$ cat src/pkg/lvd_pkg.sv
// lvd_pkg: register map, field positions, reset values and timing of the low-voltage monitor
package lvd_pkg;

  // register offsets on the 9-bit register address
  localparam logic [8:0] ADDR_CORE_IRQ_CTRL = 9'h00b;
  localparam logic [8:0] ADDR_PERIPH_FLAGS_TWO = 9'h00d;
  localparam logic [8:0] ADDR_PERIPH_ENABLES_TWO = 9'h08d;
  localparam logic [8:0] ADDR_LOW_VOLTAGE_CTRL = 9'h109;

  // core_interrupt_control fields
  localparam int unsigned GLOBAL_IRQ_ENABLE_BIT = 7;
  localparam int unsigned PERIPH_IRQ_ENABLE_BIT = 6;
  // low_voltage_flag / low_voltage_irq_enable share this position
  localparam int unsigned LOW_VOLTAGE_BIT = 2;

  // low_voltage_control fields
  localparam int unsigned REF_STABLE_BIT = 5;
  localparam int unsigned POWER_ENABLE_BIT = 4;
  localparam int unsigned TRIP_LSB = 0;
  localparam int unsigned TRIP_WIDTH = 3;

  // reset values
  localparam logic [7:0] CORE_IRQ_CTRL_RESET = 8'h00;
  localparam logic [7:0] PERIPH_FLAGS_TWO_RESET = 8'h00;
  localparam logic [7:0] PERIPH_ENABLES_TWO_RESET = 8'h00;
  localparam logic [7:0] LOW_VOLTAGE_CTRL_RESET = 8'h04;
  localparam logic [7:0] READ_UNMAPPED = 8'h00;

  // eight nominal trip levels
  typedef enum logic [2:0] {
    LVD_TRIP_1V9 = 3'h0,
    LVD_TRIP_2V0 = 3'h1,
    LVD_TRIP_2V1 = 3'h2,
    LVD_TRIP_2V2 = 3'h3,
    LVD_TRIP_2V3 = 3'h4,
    LVD_TRIP_4V0 = 3'h5,
    LVD_TRIP_4V2 = 3'h6,
    LVD_TRIP_4V5 = 3'h7
  } lvd_trip_type;
  localparam lvd_trip_type TRIP_RESET = LVD_TRIP_2V3;

  // monitor power state, one-hot
  typedef enum logic [2:0] {
    LVD_OFF = 3'h1,
    LVD_SETTLE = 3'h2,
    LVD_READY = 3'h4
  } lvd_state_type;

  // settling wait after power-up, worst case supply
  localparam int unsigned CLK_MHZ = 100;
  localparam int unsigned SETTLE_US = 50;
  localparam int unsigned SETTLE_CYCLES = SETTLE_US * CLK_MHZ;

  // synchronised pin inputs: supply_low, ref_ready, fast_osc_on, trim byte
  localparam int unsigned SYNC_WIDTH = 11;
  localparam int unsigned TRIM_WIDTH = 8;

endpackage : lvd_pkg

$ cat src/pkg/lvd_sync_if.sv
// lvd_sync_if: raw pin levels in, synchronised levels out
`timescale 1ns/10ps
`default_nettype none
interface lvd_sync_if #(
  parameter int unsigned W = 1
);
  logic [W-1:0] raw;
  logic [W-1:0] sync;
  modport src (output raw, input sync);
  modport dst (input raw, output sync);
endinterface : lvd_sync_if
`default_nettype wire

$ cat src/rtl/lvd_sync.sv
// lvd_sync: two-flop synchroniser for pin levels
`timescale 1ns/10ps
`default_nettype none
module lvd_sync #(
  parameter int unsigned W = 1
)(
  input wire logic i_clk,
  input wire logic i_rstn,
  lvd_sync_if.dst port
);
  logic [W-1:0] stage1;
  logic [W-1:0] stage2;

  always_ff @(posedge i_clk or negedge i_rstn) begin
    if (!i_rstn) begin
      stage1 <= '0;
      stage2 <= '0;
    end else begin
      stage1 <= port.raw;
      stage2 <= stage1;
    end
  end

  assign port.sync = stage2;
endmodule : lvd_sync
`default_nettype wire

$ cat src/rtl/lvd_top.sv
// lvd_top: control, status and interrupt logic of the programmable low-voltage monitor
// How it works
// - compare supply to selected level, request interrupt
// - exactly eight selectable trip levels
// - trip codes map 111=4.5V down to 000=1.9V
// - trip select resets to 100, others zero
// - power enable set powers monitor and reference
// - power enable clear powers everything down
// - reference stable flag read-only, resets zero
// - stable flag reads one once monitor settled
// - stable flag valid only with fast oscillator
// - control bits 7, 6, 3 read zero
// - trim comes from protected calibration word
// - low-voltage flag and enable at bit 2
//
// Design decision made here: the plain strobed port.
`timescale 1ns/10ps
`default_nettype none
module lvd_top #(
  parameter int unsigned SETTLE_CYCLES = lvd_pkg::SETTLE_CYCLES
)(
  input wire logic i_clk,
  input wire logic i_rstn,
  input wire logic [8:0] i_addr,
  input wire logic [7:0] i_wdata,
  input wire logic i_wr,
  input wire logic i_rd,
  input wire logic i_supply_low,
  input wire logic i_ref_ready,
  input wire logic i_fast_osc_on,
  input wire logic [7:0] i_trim_word,
  output logic [7:0] o_rdata,
  output logic o_irq,
  output logic o_monitor_power,
  output logic [2:0] o_trip_level,
  output logic [7:0] o_trim
);

  localparam int unsigned CW = $clog2(SETTLE_CYCLES + 1);
  localparam logic [CW-1:0] SETTLE_LAST = CW'(SETTLE_CYCLES - 1);

  // ---------------- pin synchronisation
  lvd_sync_if #(.W(lvd_pkg::SYNC_WIDTH)) pins ();

  // the trim byte is a static fuse image, so a wide level sync is safe
  assign pins.raw = {i_trim_word, i_fast_osc_on, i_ref_ready, i_supply_low};

  lvd_sync #(.W(lvd_pkg::SYNC_WIDTH)) u_sync (
    .i_clk(i_clk),
    .i_rstn(i_rstn),
    .port(pins)
  );

  logic supply_low_s;
  logic ref_ready_s;
  logic fast_osc_s;
  logic [7:0] trim_s;
  assign supply_low_s = pins.sync[0];
  assign ref_ready_s = pins.sync[1];
  assign fast_osc_s = pins.sync[2];
  assign trim_s = pins.sync[10:3];

  // ---------------- register state
  logic [7:0] core_irq;
  logic flag;
  logic irq_en;
  logic pwr_en;
  lvd_pkg::lvd_trip_type trip;
  logic stable;
  logic [7:0] rdata;
  logic irq;
  logic [7:0] trim;
  lvd_pkg::lvd_state_type state;
  logic [CW-1:0] cnt;

  logic [7:0] next_core_irq;
  logic next_flag;
  logic next_irq_en;
  logic next_pwr_en;
  lvd_pkg::lvd_trip_type next_trip;
  logic next_stable;
  logic [7:0] next_rdata;
  logic next_irq;
  lvd_pkg::lvd_state_type next_state;
  logic [CW-1:0] next_cnt;

  logic wr_core;
  logic wr_flags;
  logic wr_enables;
  logic wr_ctrl;
  logic flag_set;
  logic flag_clr;

  assign wr_core = i_wr && (i_addr == lvd_pkg::ADDR_CORE_IRQ_CTRL);
  assign wr_flags = i_wr && (i_addr == lvd_pkg::ADDR_PERIPH_FLAGS_TWO);
  assign wr_enables = i_wr && (i_addr == lvd_pkg::ADDR_PERIPH_ENABLES_TWO);
  assign wr_ctrl = i_wr && (i_addr == lvd_pkg::ADDR_LOW_VOLTAGE_CTRL);

  // comparator level is only believed while the monitor is powered
  assign flag_set = pwr_en && supply_low_s;
  assign flag_clr = wr_flags && i_wdata[lvd_pkg::LOW_VOLTAGE_BIT];

  // ---------------- power / settle sequencer
  always_comb begin
    next_state = state;
    next_cnt = cnt;
    case (state)
      lvd_pkg::LVD_OFF: begin
        next_cnt = '0;
        if (pwr_en) begin
          next_state = lvd_pkg::LVD_SETTLE;
        end
      end
      lvd_pkg::LVD_SETTLE: begin
        if (!pwr_en) begin
          next_state = lvd_pkg::LVD_OFF;
        end else if (cnt == SETTLE_LAST) begin
          next_state = lvd_pkg::LVD_READY;
        end else begin
          next_cnt = cnt + CW'(1);
        end
      end
      lvd_pkg::LVD_READY: begin
        if (!pwr_en) begin
          next_state = lvd_pkg::LVD_OFF;
        end
      end
      default: begin
        next_state = lvd_pkg::LVD_OFF;
        next_cnt = '0;
      end
    endcase
  end

  always_ff @(posedge i_clk or negedge i_rstn) begin
    if (!i_rstn) begin
      state <= lvd_pkg::LVD_OFF;
      cnt <= '0;
    end else begin
      state <= next_state;
      cnt <= next_cnt;
    end
  end

  // ---------------- registers, flag, interrupt, read port
  always_comb begin
    next_core_irq = core_irq;
    next_irq_en = irq_en;
    next_pwr_en = pwr_en;
    next_trip = trip;
    next_rdata = rdata;
    if (wr_core) begin
      next_core_irq = i_wdata;
    end
    if (wr_enables) begin
      next_irq_en = i_wdata[lvd_pkg::LOW_VOLTAGE_BIT];
    end
    if (wr_ctrl) begin
      // bit 5 and the unimplemented bits are not stored
      next_pwr_en = i_wdata[lvd_pkg::POWER_ENABLE_BIT];
      next_trip = lvd_pkg::lvd_trip_type'(i_wdata[lvd_pkg::TRIP_LSB +: lvd_pkg::TRIP_WIDTH]);
    end
    // a new low reading wins over a same-cycle clear
    next_flag = flag_set || (flag && !flag_clr);
    // settled, powered and timed by the fast oscillator
    next_stable = next_pwr_en && (state == lvd_pkg::LVD_READY) && ref_ready_s && fast_osc_s;
    next_irq = next_flag && next_irq_en && next_core_irq[lvd_pkg::GLOBAL_IRQ_ENABLE_BIT]
      && next_core_irq[lvd_pkg::PERIPH_IRQ_ENABLE_BIT];
    if (i_rd) begin
      case (i_addr)
        lvd_pkg::ADDR_CORE_IRQ_CTRL: next_rdata = core_irq;
        lvd_pkg::ADDR_PERIPH_FLAGS_TWO: next_rdata = 8'(flag) << lvd_pkg::LOW_VOLTAGE_BIT;
        lvd_pkg::ADDR_PERIPH_ENABLES_TWO: next_rdata = 8'(irq_en) << lvd_pkg::LOW_VOLTAGE_BIT;
        lvd_pkg::ADDR_LOW_VOLTAGE_CTRL: next_rdata = {2'h0, stable, pwr_en, 1'h0, trip};
        default: next_rdata = lvd_pkg::READ_UNMAPPED;
      endcase
    end else begin
      next_rdata = lvd_pkg::READ_UNMAPPED;
    end
  end

  always_ff @(posedge i_clk or negedge i_rstn) begin
    if (!i_rstn) begin
      core_irq <= lvd_pkg::CORE_IRQ_CTRL_RESET;
      flag <= lvd_pkg::PERIPH_FLAGS_TWO_RESET[lvd_pkg::LOW_VOLTAGE_BIT];
      irq_en <= lvd_pkg::PERIPH_ENABLES_TWO_RESET[lvd_pkg::LOW_VOLTAGE_BIT];
      pwr_en <= lvd_pkg::LOW_VOLTAGE_CTRL_RESET[lvd_pkg::POWER_ENABLE_BIT];
      trip <= lvd_pkg::TRIP_RESET;
      stable <= lvd_pkg::LOW_VOLTAGE_CTRL_RESET[lvd_pkg::REF_STABLE_BIT];
      rdata <= lvd_pkg::READ_UNMAPPED;
      irq <= 1'h0;
      trim <= 8'h00;
    end else begin
      core_irq <= next_core_irq;
      flag <= next_flag;
      irq_en <= next_irq_en;
      pwr_en <= next_pwr_en;
      trip <= next_trip;
      stable <= next_stable;
      rdata <= next_rdata;
      irq <= next_irq;
      trim <= trim_s;
    end
  end

  assign o_rdata = rdata;
  assign o_irq = irq;
  assign o_monitor_power = pwr_en;
  assign o_trip_level = trip;
  assign o_trim = trim;
endmodule : lvd_top
`default_nettype wire

$ cat config.mk
export PLATFORM = sky130hd
export DESIGN_NAME = lvd_top
export DESIGN_NICKNAME = d
export VERILOG_FILES = /design/src/pkg/lvd_pkg.sv /design/src/pkg/lvd_sync_if.sv /design/src/rtl/lvd_sync.sv /design/src/rtl/lvd_top.sv
export SDC_FILE = /design/constraint.sdc
export NUM_CORES = 1
export LEC_CHECK = 0
export BUFFER_PORTS_ARGS = -buffer_cell sky130_fd_sc_hd__buf_2
export CORE_ASPECT_RATIO = 0.9
export CORE_MARGIN = 2
export CORE_UTILIZATION = 40
export DETAILED_ROUTE_END_ITERATION = 7
export PLACE_DENSITY_LB_ADDON = 0.25
export SETUP_SLACK_MARGIN = 0.15
export SKIP_LAST_GASP = 1
export SLEW_MARGIN = 10
export SYNTH_ARGS = -nofsm -noshare
export SYNTH_HDL_FRONTEND = slang
export SYNTH_SLANG_ARGS = --single-unit
export TNS_END_PERCENT = 30
$ cat constraint.sdc
create_clock -name i_clk -period 4.96 [get_ports i_clk]
set_input_delay 0.992 -clock i_clk [delete_from_list [all_inputs] [get_ports i_clk]]
set_output_delay 0.992 -clock i_clk [all_outputs]
set_load 0.005 [all_outputs]
# ---- Word level (Yosys, flattened, before mapping)
# Index checks and enable logic that the tools add are counted.
dict set report word_totals {
  regBits 70
  input_bits 32
  output_inout_bits 21
  elab_cells 59
}
dict set report classes {
  add_sub_neg 1
  eq_ne 13
  mux 13
  n_bitwise 1
  reduce_logical 17
}
# operator n
set op_table {}
lappend op_table {{$pmux 8 s4} 1}
lappend op_table {{$mux 13} 2}
lappend op_table {{$pmux 13 s2} 1}
lappend op_table {{$eq 9x4->1 const B} 2}
lappend op_table {{$mux 8} 2}
lappend op_table {{$add 13x1->13 const B} 1}
lappend op_table {{$eq 13x13->1 const B} 1}
lappend op_table {{$logic_and 1x1->1} 13}
lappend op_table {{$mux 3} 4}
lappend op_table {{$eq 9x8->1 const B} 1}
lappend op_table {{$eq 9x9->1 const B} 1}
lappend op_table {{$pmux 3 s3} 1}
lappend op_table {{$ne 2x2->1 const B} 4}
lappend op_table {{$reduce_and 3->1} 2}
lappend op_table {{$eq 3x1->1 const B} 1}
lappend op_table {{$eq 3x2->1 const B} 1}
lappend op_table {{$eq 3x3->1 const B} 1}
lappend op_table {{$ne 3x3->1 const B} 1}
lappend op_table {{$mux 1} 2}
lappend op_table {{$logic_not 1->1} 1}
lappend op_table {{$logic_or 1x1->1} 1}
lappend op_table {{$not 1->1} 1}

# ---- Longest topological paths before layout
# Gate-level depths: netlist (run 1).
dict set report depth {
  depth_word 9
  ltp_mapped 6
  depth_no_buf 5
}

# ---- Cells and area by module
# A second synthesis (run 1) with hierarchy kept.
dict set report unflattened {
  cells_unflattened 191
  hier_area_um2 2668.8
}
# module instances cells_each area_per_inst_um2 seq_area_each_um2
set by_module_without_submodules {}
lappend by_module_without_submodules {lvd_top 1 169 2118.3 1203.7}
lappend by_module_without_submodules {lvd_sync 1 22 550.5 550.5}

# ---- Worst setup path before layout (run 1)
# No wires, ideal clock.
dict set report synth_path {
  path_type {input to register}
  startpoint {in i_addr[2]}
  endpoint {reg core_irq[0]}
  setup_time_ns 0.125
  arrival_ns 2.164
  required_ns 4.835
  path_slack_ns 2.671
  cell_stages 4
  path_buffers 1
  path_cell_list {nor4b_1 and3_1 buf_2 mux2_2}
}
dict set report synth_between {
  elab_chain_cells 2
}
# item line
set synth_rtl {}
lappend synth_rtl {{from (decl)} lvd_top.sv:24} ;# input wire logic [8:0] i_addr,
lappend synth_rtl {{$eq 9x4->1} lvd_top.sv:94} ;# assign wr_core = i_wr && (i_addr == lvd_pkg::ADDR_CORE_IRQ_CTRL);
lappend synth_rtl {{$logic_and 1x1->1} lvd_top.sv:94}
lappend synth_rtl {{to (signal assigned)} lvd_top.sv:184} ;# core_irq <= lvd_pkg::CORE_IRQ_CTRL_RESET;
lappend synth_rtl {{to (signal assigned)} lvd_top.sv:194} ;# core_irq <= next_core_irq;
lappend synth_rtl {{to (decl)} lvd_top.sv:64} ;# logic [7:0] core_irq;
# No other way between the ends.
# A chain may end at the register's enable or synchronous reset.

# ---- Worst setup path in the final report (run 1)
dict set report layout_path {
  startpoint {in i_addr[2]}
  endpoint {reg core_irq[6]}
}
dict set report layout_between {
  elab_chain_cells 3
}
# item line
set layout_rtl {}
lappend layout_rtl {{$eq 9x4->1} lvd_top.sv:94}
lappend layout_rtl {{$logic_and 1x1->1} lvd_top.sv:94}
lappend layout_rtl {{$mux 8} lvd_top.sv:152} ;# if (wr_core) begin
lappend layout_rtl {{named net next_core_irq[6]} lvd_top.sv:76} ;# logic [7:0] next_core_irq;
# The timed path passes the listed nets, and every way through them passes these cells.

==> flow_metrics.env, run 1 <==
export IMPL_die_area_um2=7615
export IMPL_p_leak_nw=1.503
export IMPL_crit_end="core_irq[6]"
export IMPL_regToRegSetupSlack_ns=2.68
export IMPL_async_reset_ff_share_pct=100.0
export IMPL_reg2reg_depth=4
export IMPL_synth_edf_count=0
export IMPL_finalNetCount=302
export IMPL_max_slew_margin_rel_pct=43.52
export IMPL_rsz0062_at_grt="false"
export IMPL_vias_per_cell=5.129
export IMPL_combPwrFrac_pct=4.2
export IMPL_synth_area_leaders="dfrtp_1 61%, mux2_2 5.7%, dfstp_2 1.9%"
export IMPL_die_w_um=91.76
export IMPL_layout_min_cycle_time_ns=2.386
export IMPL_die_y_um=82.99
export IMPL_hold_viol=0
export IMPL_synth_seq_area_share_pct=63.27
export IMPL_critPathLaunchType="primary input"
export IMPL_initial_core_util_pct=41.65
export IMPL_hold_buffers=0
export IMPL_post_synth_cell_area_avg_um2=13.08
export IMPL_crit_arrival_ns=2.61
export IMPL_layout_drive_gt1_share_pct=35.77
export IMPL_hp_class="register to register"
export IMPL_setup_slack_ns=2.574
export IMPL_ys_warn_count=0
export IMPL_reg2reg_from="cnt[6]"
export IMPL_synth_fa_ha_area_share_pct=0.4513
export IMPL_synth_compound_area_share_pct=11.28
export IMPL_switching_share_pct=22.17
export IMPL_crit_fanout=9
export IMPL_regToRegEndpoint="cnt[6]"
export IMPL_cts_buffers_inserted=9
export IMPL_htree_levels=3
export IMPL_postSynthCellCount=212
export IMPL_clock_skew_ns=0.008126
export IMPL_slew_violations=0
export IMPL_clock_sink_count=70
export IMPL_rows=28
export IMPL_max_cap_violations=0
export IMPL_yosys_cell_types_count=55
export IMPL_synth_xor_area_share_pct=0.6318
export IMPL_io_buffers=52
export IMPL_clock_latency_ns=0.34
export IMPL_worst_pin_slew_ns=0.8472
export IMPL_n_antenna_cell=0
export IMPL_pre_cts_slack_ns=2.230
export IMPL_cp_startpoint="i_addr[2]"
export IMPL_ys_ff_latch=70
export IMPL_yosys_area_top_type="dfrtp_1"
export IMPL_grt_overflow_total=0
export IMPL_cts_root_buffer="clkbuf_8"
export IMPL_required_ns=5.19
export IMPL_grt_use_total_pct=15.34
export IMPL_tns_ns=0
export IMPL_clock_power_share_pct=44.1
export IMPL_cp_end_kind="register"
export IMPL_grt_pass1_wl_mm=9.018
export IMPL_grt_max_degree=41
export IMPL_synth_area_um2=2773
export IMPL_cts_resized=0
export IMPL_p_seq_share_pct=51.8
export IMPL_clk_pin_slew_worst_paths_ns=0.08
export IMPL_grt_antenna_before_repair=0
export IMPL_muxShareOfSynthArea_pct=6.408
export IMPL_fmax_mhz=419.0
export IMPL_synth_top_area_share_pct=61.37
export IMPL_post_dp_hpwl_mm=3.791
export IMPL_setup_viol=0
export IMPL_postCtsSetupBuffers=0
export IMPL_vdd_ir_drop_max_v=0.0002221
export IMPL_routed_wl_mm=5.348
export IMPL_ant_nets=0
export IMPL_p_switching_mw=0.2553
export IMPL_route_detailed_drc=0
export IMPL_dr_first_iter_drc_count=103
export IMPL_synth_top_family_by_area="simple AND/OR/NAND/NOR gates"
export IMPL_grt_pass1_vias=1940
export IMPL_dr_pass1_iters=4
export IMPL_place_congestion=0.7851
export IMPL_p_int_mw=0.8963
export IMPL_postSynthNetCount=245
export IMPL_syn_to_final_growth_pct=20.22
export IMPL_via_count=1867
export IMPL_status="complete, no violations"
export IMPL_finalPower_mw=1.152
export IMPL_routedWlPerCell_um=14.69
export IMPL_synth_simple_area_share_pct=15.66
export IMPL_io_pins=53
export IMPL_coreArea_um2=6656
export IMPL_critPathKind="primary input to register"
export IMPL_period_share_pct=48.11
export IMPL_synth_flop_cell="dfrtp_1"
export IMPL_powerDensity_nw_per_um2=345.5
export IMPL_cts_max_path_buffers=2
export IMPL_tritoncts="yes"
cell usage after synthesis (all sizes together), types with 5 or more instances:
| cell type | n |
|---|---|
| nor2 | 7 |
| and3 | 7 |
| nand3 | 6 |
| or4 | 7 |
| mux2 | 14 |
| o31ai | 6 |
| nand2 | 13 |
| inv | 6 |
| dfrtp | 68 |
| buf | 5 |
| a21oi | 10 |
final cells by class:
class,count,area (um^2)
Clock buffer,10,127.6
Clock inverter,6,93.84
Fill cell,607,3323
Inverter,6,22.52
Multi-Input combinational cell,129,954.7
Sequential cell,70,1754
Tap cell,90,112.6
Timing Repair Buffer,53,267.8
placed cells by master (no fill, tap or decap), types with 3 or more instances in the layout:
| cell type | n |
|---|---|
| nand2b_1 | 3 |
| nor2_1 | 7 |
| nand2_1 | 13 |
| mux2_2 | 14 |
| clkbuf_8 | 9 |
| and4_1 | 4 |
| or4_1 | 4 |
| buf_2 | 52 |
| inv_1 | 6 |
| nand3_1 | 6 |
| nand4_1 | 3 |
| a22oi_1 | 4 |
| dfrtp_1 | 68 |
| and3_1 | 7 |
| o31ai_1 | 6 |
| a21oi_1 | 9 |
| or4_2 | 3 |
sequential cells by signal, indices dropped and copies added (netlist names), 3 cells and up:
register,flops
u_sync.port.sync,11
state,3
core_irq,8
o_trip_level,3
o_trim,8
u_sync.stage1,11
o_rdata,8
cnt,13
logic make-up (layout without fill, tap and decap cells):
family,count (synthesis),after routing
DFF,70,70
and+or+nand+nor,70,70
AOI/OAI and AO/OA,40,40
muxes,16,16
buffers and inverters,13,75
xor gates and xnor gates,2,2
adders and majority gates,1,1
worst min path at each step:
stage | endpoint | slack, ns | start | cells past startpoint
4_1_cts | u_sync.port.sync[8] | 0.35 | u_sync.stage1[8] | 0
3_3_place_gp | u_sync.port.sync[0] | 0.33 | u_sync.stage1[0] | 0
5_1_grt | u_sync.port.sync[5] | 0.36 | u_sync.stage1[5] | 0
6_report | o_trim[7] | 0.35 | u_sync.port.sync[10] | 0
3_5_place_dp | u_sync.port.sync[2] | 0.33 | u_sync.stage1[2] | 0
2_1_floorplan | o_trim[0] | 0.33 | u_sync.port.sync[3] | 0
power by group through the flow:
stage | Clock, mW | Combinational [mW] | Sequential [mW]
after global routing | 0.544 | 0.0550 | 0.598
after floorplan | 0 | 0.0174 | 0.605
after detailed placement | 0 | 0.0496 | 0.608
after global placement | 0 | 0.0492 | 0.608
final | 0.507 | 0.0482 | 0.596
after CTS | 0.521 | 0.0497 | 0.596
routing by layer:
metal | part of all wire, % | wire [um] | global-route usage, % | vias up
li1 | - | - | - | 906
met1 | 46 | 2485 | 19.66 | 904
met2 | 46 | 2437 | 23.06 | 45
met3 | 6.1 | 327 | 6.080 | 12
met4 | 1.8 | 97 | 6.784 | 0
met5 | 0 | 0 | 0 | -
per-stage QoR:
step | area, um^2 | std cells | hold WS (ns) | utilization (%)
floorplan | 2773 | 212 | 0.3312 | -
CTS | 3333 | 364 | 0.3536 | 50.08
detailed placement | 3112 | 348 | 0.3347 | 46.75
finish | 3333 | 364 | 0.3501 | 50.08
global route | 3333 | 364 | 0.3597 | 50.08
global placement | 3112 | 348 | 0.3316 | 46.75
critical path, stage by stage:
cell     delay, ns
buf_2         0.12
nor4b_1       0.54
and3_1        0.56
mux2_2        0.39
Note: power is estimated with default switching activity, not from simulation.
==> run 2: changes to the inputs <==
--- a/config.mk
+++ b/config.mk
@@ -5,6 +5,7 @@
 export SDC_FILE = /design/constraint.sdc
 export NUM_CORES = 1
 export LEC_CHECK = 0
+export ABC_AREA = 1
 export BUFFER_PORTS_ARGS = -buffer_cell sky130_fd_sc_hd__buf_2
 export CORE_ASPECT_RATIO = 0.9
 export CORE_MARGIN = 2
==> constraint.sdc (replaced) <==
create_clock -name i_clk -period 2.1 [get_ports i_clk]
set_input_delay 0.42 -clock i_clk [delete_from_list [all_inputs] [get_ports i_clk]]
set_output_delay 0.42 -clock i_clk [all_outputs]
set_load 0.005 [all_outputs]
==> run 2 against run 1 <==
Sequential power grew to 2.5 times the previous value. Synthesized cell count is 53% higher. Critical path depth is 4 higher. Register-to-register slack worse by 2.3 ns. Utilization is 0.95 points lower. Count of clock-buffer cells in the layout is 1 lower. Total power is 140% higher. Largest power group unchanged. Clock skew hardly changed. Routed wire length is 7.1% higher.
==> flow_metrics.env, run 2 <==
export IMPL_routed_wl_mm=5.727
export IMPL_grt_antenna_before_repair=0
export IMPL_grt_overflow_total=0
export IMPL_rows=29
export IMPL_postSynthNetCount=357
export IMPL_max_slew_margin_rel_pct=65.30
export IMPL_ant_nets=0
export IMPL_cts_resized=0
export IMPL_grt_max_degree=71
export IMPL_hold_viol=0
export IMPL_critPathLaunchType="register"
export IMPL_hold_buffers=0
export IMPL_synth_top_area_share_pct=57.46
export IMPL_clock_skew_ns=0.007724
export IMPL_syn_to_final_growth_pct=17.96
export IMPL_crit_arrival_ns=1.92
export IMPL_yosys_cell_types_count=29
export IMPL_worst_pin_slew_ns=0.5185
export IMPL_largest_reg_flops=13
export IMPL_place_congestion=0.8233
export IMPL_required_ns=2.33
export IMPL_post_synth_cell_area_avg_um2=9.141
export IMPL_die_y_um=85.63
export IMPL_synth_edf_count=0
export IMPL_ys_ff_latch=70
export IMPL_synth_seq_area_share_pct=59.23
export IMPL_hp_class="primary input to asynchronous set/reset pin"
export IMPL_dr_pass1_iters=4
export IMPL_worstPathCellList="ha_1, inv_2, nor3_2, nand3_2, nand2_4, nand2_4, nand2_1, nand2_1"
export IMPL_slew_violations=0
export IMPL_synth_area_um2=2962
export IMPL_tritoncts="yes"
export IMPL_ys_warn_count=0
export IMPL_cts_root_buffer="clkbuf_8"
export IMPL_placed_area_um2=3308
export IMPL_status="complete, no violations"
export IMPL_initial_core_util_pct=41.64
export IMPL_cp_end_kind="register"
export IMPL_io_buffers=52
export IMPL_cts_buffers_inserted=9
export IMPL_max_cap_violations=0
export IMPL_dr_first_iter_drc_count=133
export IMPL_synth_flop_cell="dfrtp_1"
export IMPL_grt_pass1_wl_mm=9.742
export IMPL_dp_cells=464
export IMPL_yosys_area_top_type="dfrtp_1"
export IMPL_design_area_um2=3493
export IMPL_htree_levels=3
export IMPL_cts_max_path_buffers=2
export IMPL_critical_path_slowest_cell="dfrtp_1"
export IMPL_fin_util_pct=49.12
export IMPL_layout_drive_gt1_share_pct=24.29
export IMPL_cpPeakStageDelay_ns=0.43
export IMPL_regToRegSetupSlack_ns=0.41
export IMPL_grt_use_total_pct=15.65
export IMPL_layout_commonest_cell="nand2_1"
export IMPL_layout_min_cycle_time_ns=1.688
export IMPL_fin_cells=480
export IMPL_grt_pass1_vias=2122
export IMPL_synth_area_leaders="dfrtp_1 57%, nand2_1 12%, nand3_1 5.6%"
export IMPL_clk_pin_slew_worst_paths_ns=0.08
export IMPL_n_antenna_cell=0
export IMPL_crit_fanout=16
export IMPL_io_pins=53
export IMPL_powerDensity_nw_per_um2=803.4
export IMPL_p_leak_nw=1.714
export IMPL_die_w_um=94.70
export IMPL_cpLargestDelayFamily="simple AND/OR/NAND/NOR gates"
export IMPL_post_dp_hpwl_mm=4.018
export IMPL_reg2reg_from="cnt[0]"
export IMPL_route_detailed_drc=0
export IMPL_async_reset_ff_share_pct=100.0
export IMPL_reg2reg_depth=8
export IMPL_die_area_um2=8109
export IMPL_path_buf_inv=1
export IMPL_routedWlPerCell_um=11.93
export IMPL_rsz0062_at_grt="false"
export IMPL_via_count=2237
export IMPL_postSynthCellCount=324
export IMPL_synth_most_common_cell="nand2_1"
export IMPL_final_cell_mix="93 x nand2_1, 68 x dfrtp_1, 52 x buf_2"
export IMPL_vdd_ir_drop_max_v=0.0006106
export IMPL_critPathKind="register to register"
export IMPL_registers_top_by_ff_count="cnt"
export IMPL_setup_viol=0
export IMPL_period_share_pct=80.37
export IMPL_vias_per_cell=4.660
export IMPL_postCtsSetupBuffers=0
export IMPL_fmax_mhz=592.5
export IMPL_finalNetCount=415
export IMPL_clock_latency_ns=0.34
export IMPL_tns_ns=0
export IMPL_coreArea_um2=7112
export IMPL_regToRegEndpoint="cnt[10]"
export IMPL_clock_sink_count=70
export IMPL_ys_top_cells_by_count="93 x nand2_1, 68 x dfrtp_1, 36 x nor2_1, 33 x nand3_1, 32 x inv_1"
run 2: cell count changes in the layout (fill, tap and decap cells not counted), sizes merged, moves of 14 or more:
| cell | before | now |
|---|---|---|
| mux2 | 14 | 0 |
| nor2 | 7 | 40 |
| nand3 | 6 | 38 |
| inv | 7 | 42 |
| nand2 | 13 | 96 |
run 2: area by class of cell:
class	count	area, um^2
sequential	70	1754
inverter	38	142.6
timing repair buffer	53	280.3
multi-input combinational	210	1015
fill	709	3618
clock buffer	9	123.9
clock inverter	7	61.31
tap	93	116.4
run 2: metal layers:
layer  global-route usage, %  part of all wire [%]  up-vias
li1                        -                     -     1134
met1                   22.31                    50     1035
met2                   22.82                    43       63
met3                   5.536                   6.4        5
met4                   4.216                  0.82        0
met5                       0                     0        -
run 2: cell families after synthesis:
group	Yosys count	synth area share [%]
AND/OR/NAND/NOR	189	29.78
flip-flops	70	59.23
buffers and inverters	44	6.506
AO/OA/AOI/OAI	16	2.873
XOR/XNOR	4	1.183
adder cells (fa/ha/maj)	1	0.4224
run 2: power by group:
part	internal, mW	switching [mW]	total, mW
Combinational	0.0973	0.204	0.302
Sequential	1.43	0.0605	1.49
Clock	0.451	0.568	1.02
Total	1.97	0.833	2.81
run 2: per-stage QoR:
| step | power [mW] | setup slack, ns | hold WS, ns |
|---|---|---|---|
| 2_1_floorplan | 1.719 | 0.6287 | 0.1244 |
| 3_3_place_gp | 1.814 | 0.3987 | 0.3324 |
| 3_5_place_dp | 1.822 | 0.3969 | 0.3347 |
| 4_1_cts | 2.845 | 0.4152 | 0.09471 |
| 5_1_grt | 2.956 | 0.2608 | 0.1045 |
| 6_report | 2.807 | 0.4123 | 0.05615 |
run 2: how the worst max path moves through the flow:
stage	startpoint	endpoint	depth (start not counted)
2_1_floorplan	cnt[0]	cnt[8]	9
3_3_place_gp	i_addr[2]	stable	7
3_5_place_dp	i_addr[2]	stable	7
4_1_cts	cnt[0]	cnt[9]	8
5_1_grt	cnt[0]	cnt[9]	8
6_report	cnt[0]	cnt[10]	8
==> run 3: changes to the inputs <==
==> constraint.sdc (replaced) <==
create_clock -name i_clk -period 1.56 [get_ports i_clk]
set_input_delay 0.312 -clock i_clk [delete_from_list [all_inputs] [get_ports i_clk]]
set_output_delay 0.312 -clock i_clk [all_outputs]
set_load 0.005 [all_outputs]
==> run 3 against run 2 <==
Clock skew barely moved. Largest power group unchanged. Total power grew 41%. Critical path depth is 1 lower. Fmax rose by 22%. Non-clock buffer count increased by 20. Clock power rose by 35%. Utilization rose by 2.9 points. Die area unchanged. Sequential share of layout area fell by 2.7 points. Combinational power up 93%. Highest routed layer unchanged.
==> flow_metrics.env, run 3 (synthesis gave the netlist of run 2 again) <==
export IMPL_max_cap_violations=0
export IMPL_critPathLaunchType="register"
export IMPL_cts_max_path_buffers=2
export IMPL_cp_end_kind="register"
export IMPL_io_buffers=52
export IMPL_dp_cells=475
export IMPL_clock_skew_ns=0.007509
export IMPL_vias_per_cell=4.754
export IMPL_tritoncts="yes"
export IMPL_layout_min_cycle_time_ns=1.380
export IMPL_post_dp_hpwl_mm=4.270
export IMPL_combPwrFrac_pct=14.7
export IMPL_hold_depth=1
export IMPL_routed_wl_mm=6.097
export IMPL_layout_commonest_cell="nand2_1"
export IMPL_clock_latency_ns=0.35
export IMPL_dr_pass1_iters=4
export IMPL_grt_overflow_total=0
export IMPL_p_leak_nw=1.803
export IMPL_final_cell_mix="93 x nand2_1, 65 x dfrtp_1, 52 x buf_2"
export IMPL_fmax_mhz=724.6
export IMPL_layout_drive_gt1_share_pct=29.48
export IMPL_p_int_mw=2.775
export IMPL_ant_nets=0
export IMPL_cpLargestDelayFamily="simple AND/OR/NAND/NOR gates"
export IMPL_critPathKind="register to register"
export IMPL_cpMostUsedCell="nand2_1"
export IMPL_die_area_um2=8109
export IMPL_critical_path_slowest_cell="dfrtp_1"
export IMPL_rows=29
export IMPL_p_switching_mw=1.189
export IMPL_powerDensity_nw_per_um2=1072
export IMPL_grt_pass1_vias=2281
export IMPL_crit_fanout=5
export IMPL_worstPathCellList="nand2_1, nor2_1, nand2_1, xor2_1, nor2_1, nand2_1, nand2_1"
export IMPL_nFillCells=690
export IMPL_worst_pin_slew_ns=0.4086
export IMPL_syn_to_final_growth_pct=24.88
export IMPL_path_depth=7
export IMPL_regToRegSetupSlack_ns=0.18
export IMPL_dr_first_iter_drc_count=208
export IMPL_routedWlPerCell_um=12.19
export IMPL_seq_area_um2=1758
export IMPL_coreArea_um2=7112
export IMPL_cpPeakStageDelay_ns=0.48
export IMPL_largest_reg_flops=13
export IMPL_setup_slack_ns=0.1799
export IMPL_die_w_um=94.70
export IMPL_grt_use_total_pct=16.19
export IMPL_reg2reg_depth=7
export IMPL_status="complete, no violations"
export IMPL_clock_power_share_pct=34.9
export IMPL_multi_input_area_um2=1054
export IMPL_place_congestion=0.9480
export IMPL_pre_cts_slack_ns=0.09964
export IMPL_tns_ns=0
export IMPL_hp_class="primary input to register"
export IMPL_initial_core_util_pct=41.64
export IMPL_htree_levels=3
export IMPL_max_slew_margin_rel_pct=72.66
export IMPL_grt_pass1_wl_mm=10.14
export IMPL_route_detailed_drc=0
export IMPL_n_antenna_cell=0
export IMPL_grt_antenna_before_repair=0
export IMPL_cts_buffers_inserted=9
export IMPL_finalNetCount=435
export IMPL_registers_top_by_ff_count="cnt"
export IMPL_grt_max_degree=46
export IMPL_cts_root_buffer="clkbuf_8"
export IMPL_slew_violations=0
export IMPL_vdd_ir_drop_max_v=0.0008057
export IMPL_switching_share_pct=30.00
export IMPL_period_share_pct=88.47
export IMPL_hold_viol=0
export IMPL_path_buf_inv=0
export IMPL_p_seq_share_pct=50.4
export IMPL_io_pins=53
export IMPL_required_ns=1.81
export IMPL_via_count=2377
export IMPL_die_y_um=85.63
export IMPL_setup_viol=0
export IMPL_rsz0062_at_grt="true"
export IMPL_crit_arrival_ns=1.63
export IMPL_clock_sink_count=70
export IMPL_fin_cells=500
export IMPL_clk_pin_slew_worst_paths_ns=0.08
[run 3: final timing paths]
check                                 start                   to
min reg2reg                u_sync.stage1[0]  u_sync.port.sync[0]
min                          i_trim_word[1]     u_sync.stage1[4]
min in group asynchronous            i_rstn  u_sync.port.sync[4]
max                                  cnt[5]               cnt[8]
max reg2reg                          cnt[5]               cnt[8]
max in group asynchronous            i_rstn             state[0]
[run 3: layout make-up]
| type | instances | area share [%] |
|---|---|---|
| tap | 93 | 3.146 |
| sequential | 70 | 47.53 |
| inverter | 38 | 3.857 |
| multi-input combinational | 210 | 28.48 |
| clock buffer | 9 | 3.349 |
| clock inverter | 7 | 1.725 |
| timing repair buffer | 73 | 11.91 |
[run 3: routing by layer]
layer	global-route usage (%)	routed length, um	share of wire (%)
met2	24.56	2797	46
met3	5.624	414	6.8
met1	21.85	2784	46
met4	5.270	100	1.6
met5	0	0	0
[run 3: stage by stage]
| step | total power, mW | hold slack [ns] | instance area [um^2] | utilization, % |
|---|---|---|---|---|
| finish | 3.964 | 0.06029 | 3699 | 52.01 |
| global route | 4.176 | 0.03193 | 3699 | 52.01 |
| CTS | 3.968 | 0.04838 | 3638 | 51.16 |
| detailed placement | 2.547 | 0.2297 | 3403 | 47.85 |
| global placement | 2.536 | 0.2302 | 3403 | 47.85 |
| floorplan | 2.328 | 0.01641 | 2974 | - |
[run 3: timing repair]
| item | in CTS | in global routing |
|---|---|---|
| hold endpoints to repair | 12 | 0 |
| endpoints found under the setup margin | 11 | 13 |
| setup buffers | 5 | 3 |
| cloned | 0 | 0 |
| hold buffers | 1 | 0 |
| pin swaps | 2 | 6 |
| gates resized for setup | 0 | 11 |
[run 3: power groups by stage]
stage                     clock network (mW)  logic, mW  registers, mW
after floorplan                            0      0.292           2.04
after global placement                     0      0.504           2.03
after detailed placement                   0      0.506           2.04
after CTS                               1.43      0.542           2.00
after global routing                    1.52      0.644           2.01
final                                   1.38      0.583           2.00
